--- src/core/cit_pkg.sv ---
// Functional notes
// RL1 - sign extend copies bit 7 into bits 8..15, low byte unchanged
// RL2 - test adds all-ones plus one, sets flags only, never writes destination
// RL3 - test: n is sign, z is zero, carry set, overflow cleared
// RL4 - xor combines source and destination bitwise into destination, word or byte
// RL5 - xor: n is msb, z zero, carry not zero, overflow when both negative
// RL6 - test and xor keep oscillator-off, cpu-off and interrupt enable bits
// RL7 - cycle count depends on format and addressing modes, in clock periods
// RL8 - interrupt return 5, interrupt accept 6, both resets 4 cycles
// RL9 - shift, rotate, swap, sign extend: 1 register, 3 indirect, 4 memory
// RL10 - push 3/4/5 cycles, call 4/5 cycles, extended modes two words
// RL11 - software must not use immediate destination on single-operand ops (program store remaps it only for shift ops; push and call keep it)
// RL12 - every jump is one word and two cycles, taken or not
// RL13 - register source: 1 to register, 2 to pc, 4 to memory
// RL14 - indirect/immediate source: 2 register, pc 2 or 3, memory 5
// RL15 - indexed source: 3 cycles to register or pc, 6 to memory
// RL16 - sign extend: n and z from result, carry not zero, overflow cleared
// RL17 - next fetch starts only after the listed cycle count elapses
package cit_pkg;
  localparam int unsigned SR_C = 0;
  localparam int unsigned SR_Z = 1;
  localparam int unsigned SR_N = 2;
  localparam int unsigned SR_GIE = 3;
  localparam int unsigned SR_CPU_OFF_BIT = 4;
  localparam int unsigned SR_OSCILLATOR_OFF_BIT = 5;
  localparam int unsigned SR_V = 8;
  localparam logic [15:0] WORD_ONES = 16'hFFFF;
  localparam logic [15:0] BYTE_ONES = 16'h00FF;
  localparam logic [15:0] ZERO_WORD = 16'h0000;
  localparam logic [2:0] CYC_RETURN_FROM_INTERRUPT = 3'h5;
  localparam logic [2:0] CYC_IRQ = 3'h6;
  localparam logic [2:0] CYC_RESET = 3'h4;
  localparam logic [2:0] CYC_JUMP = 3'h2;

  typedef enum logic [2:0] {
    FMT_SINGLE = 3'h0,
    FMT_DOUBLE = 3'h1,
    FMT_JUMP = 3'h2,
    FMT_RETURN_FROM_INTERRUPT = 3'h3,
    FMT_IRQ = 3'h4,
    FMT_WDT_RST = 3'h5,
    FMT_EXT_RST = 3'h6
  } cit_fmt_e;

  typedef enum logic [1:0] {
    SOP_SHIFT = 2'h0,
    SOP_PUSH = 2'h1,
    SOP_CALL = 2'h2
  } cit_sop_e;

  typedef enum logic [1:0] {
    ALU_NONE = 2'h0,
    ALU_XOR = 2'h1,
    ALU_TEST = 2'h2,
    ALU_SEXT = 2'h3
  } cit_alu_e;

  typedef enum logic [2:0] {
    AM_REG = 3'h0,
    AM_IND = 3'h1,
    AM_AUTOINC = 3'h2,
    AM_IMM = 3'h3,
    AM_IDX = 3'h4,
    AM_SYM = 3'h5,
    AM_ABS = 3'h6
  } cit_am_e;

  typedef enum logic {
    ST_IDLE = 1'b0,
    ST_BUSY = 1'b1
  } cit_st_e;

  typedef struct packed {
    cit_fmt_e fmt;
    cit_sop_e sop;
    cit_alu_e alu;
    cit_am_e src_mode;
    cit_am_e dst_mode;
    logic dst_pc;
    logic byte_op;
    logic [15:0] src;
    logic [15:0] dst;
    logic [15:0] sr;
  } cit_req_s;

  typedef struct packed {
    logic [15:0] result;
    logic [15:0] sr;
    logic dst_we;
  } cit_res_s;
endpackage

--- src/core/cit_core.sv ---
`timescale 1ns/1ps
module cit_core
  import cit_pkg::*;
(
  input wire logic core_clk_i,
  input wire logic reset_n_i,
  input wire logic start_i,
  input wire cit_req_s req_i,
  output cit_res_s res_o,
  output logic [2:0] cycles_o,
  output logic [1:0] words_o,
  output logic ready_o,
  output logic busy_o,
  output logic fetch_o
);
  typedef struct packed {
    cit_st_e st;
    logic [2:0] cnt;
    logic [2:0] cycles;
    logic [1:0] words;
    cit_res_s res;
    logic ready;
    logic fetch;
  } cit_state_s;

  cit_state_s s_r;
  cit_state_s s_nxt;

  function automatic logic is_ext(input cit_am_e m);
    is_ext = (m == AM_IDX) || (m == AM_SYM) || (m == AM_ABS);
  endfunction

  // cycles from format, single-operand op, addressing modes and pc destination only
  function automatic logic [2:0] cyc_count(input cit_req_s r);
    logic mem_dst;
    mem_dst = is_ext(r.dst_mode);
    cyc_count = 3'h1;
    case (r.fmt)
      FMT_RETURN_FROM_INTERRUPT: cyc_count = CYC_RETURN_FROM_INTERRUPT; // RL8
      FMT_IRQ: cyc_count = CYC_IRQ; // RL8
      FMT_WDT_RST, FMT_EXT_RST: cyc_count = CYC_RESET; // RL8
      FMT_JUMP: cyc_count = CYC_JUMP; // RL12
      FMT_SINGLE:
      begin
        case (r.sop)
          SOP_PUSH: // RL10
            if (r.dst_mode == AM_REG) cyc_count = 3'h3;
            else if (r.dst_mode == AM_IND || r.dst_mode == AM_IMM)
              cyc_count = 3'h4;
            else cyc_count = 3'h5;
          SOP_CALL: // RL10
            if (r.dst_mode == AM_REG || r.dst_mode == AM_IND)
              cyc_count = 3'h4;
            else cyc_count = 3'h5;
          default: // RL9
            if (r.dst_mode == AM_REG) cyc_count = 3'h1;
            else if (r.dst_mode == AM_IND || r.dst_mode == AM_AUTOINC)
              cyc_count = 3'h3;
            else cyc_count = 3'h4;
        endcase
      end
      FMT_DOUBLE:
      begin
        if (r.src_mode == AM_REG) // RL13
          cyc_count = mem_dst ? 3'h4 : (r.dst_pc ? 3'h2 : 3'h1);
        else if (is_ext(r.src_mode)) // RL15
          cyc_count = mem_dst ? 3'h6 : 3'h3;
        else if (mem_dst) // RL14
          cyc_count = 3'h5;
        else if (r.dst_pc)
          cyc_count = (r.src_mode == AM_IND) ? 3'h2 : 3'h3;
        else
          cyc_count = 3'h2;
      end
      default: cyc_count = 3'h1;
    endcase
  endfunction

  function automatic logic [1:0] word_count(input cit_req_s r);
    word_count = 2'h1;
    case (r.fmt)
      FMT_IRQ, FMT_WDT_RST, FMT_EXT_RST: word_count = 2'h0;
      FMT_SINGLE: // RL10
        if (is_ext(r.dst_mode) || r.dst_mode == AM_IMM) word_count = 2'h2;
      FMT_DOUBLE: // RL15
        word_count = 2'h1
          + {1'b0, is_ext(r.src_mode) || r.src_mode == AM_IMM}
          + {1'b0, is_ext(r.dst_mode)};
      default: word_count = 2'h1;
    endcase
  endfunction

  function automatic cit_res_s alu(input cit_req_s r);
    logic [15:0] m;
    logic [15:0] d;
    logic [15:0] sv;
    logic [15:0] y;
    logic msb;
    logic smsb;
    m = r.byte_op ? BYTE_ONES : WORD_ONES;
    d = r.dst & m;
    sv = r.src & m;
    y = d;
    alu.sr = r.sr; // RL6
    alu.dst_we = 1'b0;
    msb = r.byte_op ? d[7] : d[15];
    smsb = r.byte_op ? sv[7] : sv[15];
    case (r.alu)
      ALU_TEST:
      begin
        y = (d + m + 16'h0001) & m; // RL2
        alu.sr[SR_N] = msb; // RL3
        alu.sr[SR_Z] = (d == ZERO_WORD);
        alu.sr[SR_C] = 1'b1;
        alu.sr[SR_V] = 1'b0;
      end
      ALU_XOR:
      begin
        y = sv ^ d; // RL4
        alu.dst_we = 1'b1;
        alu.sr[SR_N] = r.byte_op ? y[7] : y[15]; // RL5
        alu.sr[SR_Z] = (y == ZERO_WORD);
        alu.sr[SR_C] = (y != ZERO_WORD);
        alu.sr[SR_V] = msb & smsb;
      end
      ALU_SEXT:
      begin
        y = {{8{r.dst[7]}}, r.dst[7:0]}; // RL1
        alu.dst_we = 1'b1;
        alu.sr[SR_N] = y[15]; // RL16
        alu.sr[SR_Z] = (y == ZERO_WORD);
        alu.sr[SR_C] = (y != ZERO_WORD);
        alu.sr[SR_V] = 1'b0;
      end
      default: y = d;
    endcase
    alu.result = (r.alu == ALU_TEST) ? r.dst : y;
  endfunction

  always_comb
  begin
    logic [2:0] n;
    n = cyc_count(req_i); // RL7
    s_nxt = s_r;
    s_nxt.fetch = 1'b0;
    case (s_r.st)
      ST_IDLE:
      begin
        if (start_i)
        begin
          s_nxt.res = alu(req_i);
          s_nxt.cycles = n;
          s_nxt.words = word_count(req_i);
          s_nxt.cnt = n - 3'h1;
          if (n == 3'h1)
            s_nxt.fetch = 1'b1; // RL17
          else
          begin
            s_nxt.st = ST_BUSY;
            s_nxt.ready = 1'b0;
          end
        end
      end
      ST_BUSY:
      begin
        s_nxt.cnt = s_r.cnt - 3'h1;
        if (s_r.cnt == 3'h1)
        begin
          s_nxt.fetch = 1'b1; // RL17
          s_nxt.st = ST_IDLE;
          s_nxt.ready = 1'b1;
        end
      end
      default:
      begin
        s_nxt.st = ST_IDLE;
        s_nxt.ready = 1'b1;
      end
    endcase
  end

  always_ff @(posedge core_clk_i)
  begin
    if (!reset_n_i)
    begin
      s_r <= '0;
      s_r.ready <= 1'b1;
    end
    else
      s_r <= s_nxt;
  end

  assign res_o = s_r.res;
  assign cycles_o = s_r.cycles;
  assign words_o = s_r.words;
  assign ready_o = s_r.ready;
  assign busy_o = s_r.st;
  assign fetch_o = s_r.fetch;

  logic take;
  assign take = start_i && ready_o;
endmodule

--- config.mk ---
export PLATFORM = sky130hd
export DESIGN_NAME = cit_core
export DESIGN_NICKNAME = d
export VERILOG_FILES = /design/src/core/cit_pkg.sv /design/src/core/cit_core.sv
export SDC_FILE = /design/constraint.sdc
export NUM_CORES = 1
export LEC_CHECK = 0
export BUFFER_PORTS_ARGS = -buffer_cell sky130_fd_sc_hd__buf_4
export CAP_MARGIN = 20
export CORE_UTILIZATION = 51
export CTS_BUF_LIST = sky130_fd_sc_hd__clkbuf_8
export DETAILED_ROUTE_END_ITERATION = 8
export PLACE_DENSITY = 0.82
export SYNTH_ARGS = -nofsm -noshare
export SYNTH_HDL_FRONTEND = slang
export SYNTH_SLANG_ARGS = --single-unit
--- constraint.sdc ---
create_clock -name core_clk_i -period 2.5 [get_ports core_clk_i]
set_clock_uncertainty 0.05 [all_clocks]
set_input_delay 0.125 -clock core_clk_i [delete_from_list [all_inputs] [get_ports core_clk_i]]
set_output_delay 0.125 -clock core_clk_i [all_outputs]
set_load 0.05 [all_outputs]
==> results.sh <==
export IMPL_worst_pin_slew_ns=0.609
export IMPL_n_antenna_cell=0
export IMPL_hold_start="req_i[14]"
export IMPL_synthMuxAreaShare_pct=0
export IMPL_syn_num_nets=467
export IMPL_ys_seq_area_share_pct=30.3
export IMPL_area_growth_pct=22.2
export IMPL_grt_setup_unrepaired="false"
export IMPL_synth_xor_area_share_pct=7.82
export IMPL_cp_startpoint="req_i[58]"
export IMPL_portBuffers=106
export IMPL_grt_overflow=0
export IMPL_async_reset_ff_share_pct=0
export IMPL_dpl_cell_area_sq_mm=0.00345
export IMPL_final_cell_mix="buf_4, nand2_1, dfxtp_1, nor2_1, a21oi_1"
export IMPL_worstPathRequired_ns=2.64
export IMPL_path_cells="buf_4 -> inv_1 -> ha_1 -> a21boi_0 -> nor2_1 -> o32a_1 -> a21oi_1 -> a31oi_1 -> a31o_2"
export IMPL_antenna_found_initial=0
export IMPL_final_net_count=521
export IMPL_ys_seq_elements=44
export IMPL_multiInputGateArea_sq_mm=0.00160
export IMPL_seq_area_sq_um=881
export IMPL_drtAntennaViolNets=0
export IMPL_synth_simple_area_share_pct=19.8
export IMPL_final_common_cell="buf_4"
export IMPL_yosys_cell_types_count=45
export IMPL_critPathSlowestCell="ha_1"
export IMPL_grt_first_pass_wirelength_um=11800
export IMPL_clk_latency_ns=0.29
export IMPL_die_area_sq_mm=0.00601
export IMPL_switchingPower_mw=0.756
export IMPL_p_leak_nw=1.58
export IMPL_cp_start_kind="input port"
export IMPL_synth_compound_area_share_pct=25.0
export IMPL_place_hpwl_um=5320
export IMPL_drive_gt1_share_pct=27.5
export IMPL_nFillCells=495
export IMPL_cap_violations=0
export IMPL_cts_hold_buf=0
export IMPL_period_minus_slack_ns=1.86
export IMPL_row_count=27
export IMPL_status="complete, no violations"
export IMPL_timing_final_setup_violations=0
export IMPL_slowest_delay_ns=0.36
export IMPL_wl_per_cell_um=13.6
export IMPL_yosys_top_cells_area="dfxtp_1, buf_4, nand2_1"
export IMPL_grt_usage_pct=24.0
export IMPL_final_cell_area_sq_mm=0.00356
export IMPL_worstSetupEndpointType="register"
export IMPL_synth_top_family_by_area="compound AO/OA/AOI/OAI gates"
export IMPL_core_sq_mm=0.00551
export IMPL_synth_warnings=0
export IMPL_cts_sinks=44
export IMPL_drc=0
export IMPL_synth_edf_count=0
export IMPL_drt_iter0_markers=180
export IMPL_comb_power_share_pct=35.7
export IMPL_p_sw_share_pct=36.1
export IMPL_totalPowerFinal_mw=2.09
export IMPL_min_path_type="input port to register"
export IMPL_cts_tree="yes"
export IMPL_die_h_um=77.6
export IMPL_worstSetupPathType="input port to register"
export IMPL_syn_area_per_cell_sq_um=7.35
export IMPL_p_clk_share_pct=25.6
export IMPL_synth_main_ff_cell="dfxtp_1"
export IMPL_io_pins=107
export IMPL_yosysTopAreaCell="dfxtp_1"
export IMPL_vias_per_cell=5.47
export IMPL_fin_setup_tns_ns=0
export IMPL_clk_path_buf_depth=2
export IMPL_die_w_um=77.6
export IMPL_grt_pass1_vias=2629
export IMPL_post_cts_buffers=0
export IMPL_finalMaxSlewViolations=0
export IMPL_gp_congestion=0.837
export IMPL_synth_area_sq_mm=0.00291
export IMPL_crit_fanout=6
export IMPL_clkSlewWorstSetupHoldPaths_ns=0.08
export IMPL_timing_final_crit_share_pct=74.3
export IMPL_synth_fa_ha_area_share_pct=2.15
export IMPL_timing_rr_start="busy_o"
export IMPL_max_freq_ghz=0.539
export IMPL_numCtsBuffers=5
export IMPL_yosys_area_top_type_share_pct=30.3
export IMPL_p_seq_share_pct=38.7
export IMPL_root_buffer="clkbuf_8"
export IMPL_internal_power_mw=1.34
export IMPL_worstPathArrival_ns=2.00
export IMPL_hold_viol=0
export IMPL_vdd_drop_max_mv=0.353
export IMPL_grt_max_degree=41
export IMPL_powerDensity_mw_per_mm2=588
export IMPL_start_util_pct=52.9
export IMPL_wl_um=7110
export IMPL_synthCells=396
export IMPL_post_cts_resized=0
export IMPL_ctsHtreeMaxLevel=2
export IMPL_vias=2859
export IMPL_maxSlewHeadroom_pct=59.4
export IMPL_post_route_util_pct=64.6
export IMPL_drt_first_pass_iters=4
[through the flow]
step	hold WS, ns	setup slack (ns)	std cells
after global routing	0.0248	0.458	523
final	0.0231	0.643	523
after detailed placement	0.335	0.343	515
after global placement	0.324	0.504	515
after floorplan	0.211	0.520	396
after CTS	0.0186	0.654	523
[critical path, delay by kind of cell]
kind	cells	cell delay (ns)
AND/OR/NAND/NOR	1	0.08
adder cells (fa/ha/maj)	1	0.36
buffers and inverters	2	0.13
AO/OA/AOI/OAI	5	1.30
[kinds of logic (layout without fill, tap and decap cells)]
family                   after synthesis  after routing
adder cells (fa/ha/maj)                5              5
buffers and inverters                 78            133
XOR/XNOR                              26             26
AND/OR/NAND/NOR                      130            130
AO/OA/AOI/OAI                        113            113
flip-flops                            44             44
[area by class of cell]
cell class / instances / area share [%]
multi-input cells: 274 / 44.9
flip-flops and latches: 44 / 24.8
repair buffers: 110 / 23.2
well taps: 72 / 2.53
clock buffers: 5 / 1.93
inverters: 15 / 1.58
clock inverters: 3 / 1.09
[flip-flops by register name (all words and copies together) (netlist names)]
signal and cells:
words_o 2, cycles_o 3, busy_o 1, res_o 33
s_r 3, ready_o 1, fetch_o 1
[power by group through the flow]
stage          combinational (mW)  clock, mW  sequential, mW
2_1_floorplan               0.551          0           0.830
6_report                    0.748      0.536           0.809
5_1_grt                     0.812      0.578           0.817
3_5_place_dp                0.747          0           0.825
3_3_place_gp                0.733          0           0.823
4_1_cts                     0.749      0.549           0.809
[synthesized netlist by cell type (4+ instances only)]
| master | number |
|---|---|
| a21oi_1 | 40 |
| xor2_1 | 16 |
| a211o_1 | 4 |
| nor4_1 | 5 |
| dfxtp_1 | 44 |
| clkbuf_1 | 22 |
| buf_4 | 38 |
| inv_1 | 15 |
| nor2_1 | 42 |
| nor3_1 | 5 |
| nand3_1 | 4 |
| nand2_1 | 54 |
| ha_1 | 5 |
| o21ai_0 | 17 |
| a31oi_1 | 5 |
| o22ai_1 | 8 |
| a211oi_1 | 18 |
| xnor2_1 | 10 |
[routing by layer]
metal  vias up  part of all wire [%]  global-route usage [%]
met4         0                   2.6                    9.43
met3        16                   5.5                    4.47
met2       103                    46                    39.4
met1      1294                    46                    31.1
li1       1446                     -                       -
met5         -                     0                       0
[path summary, 6_finish.rpt]
| path | cells past startpoint | end | slack (ns) |
|---|---|---|---|
| max | 9 | busy_o | 0.64 |
| min | 3 | res_o[15] | 0.02 |
| max reg2reg | 4 | words_o[1] | 0.71 |
| min reg2reg | 2 | res_o[14] | 0.41 |
Note: power is estimated with default switching activity, not from simulation.
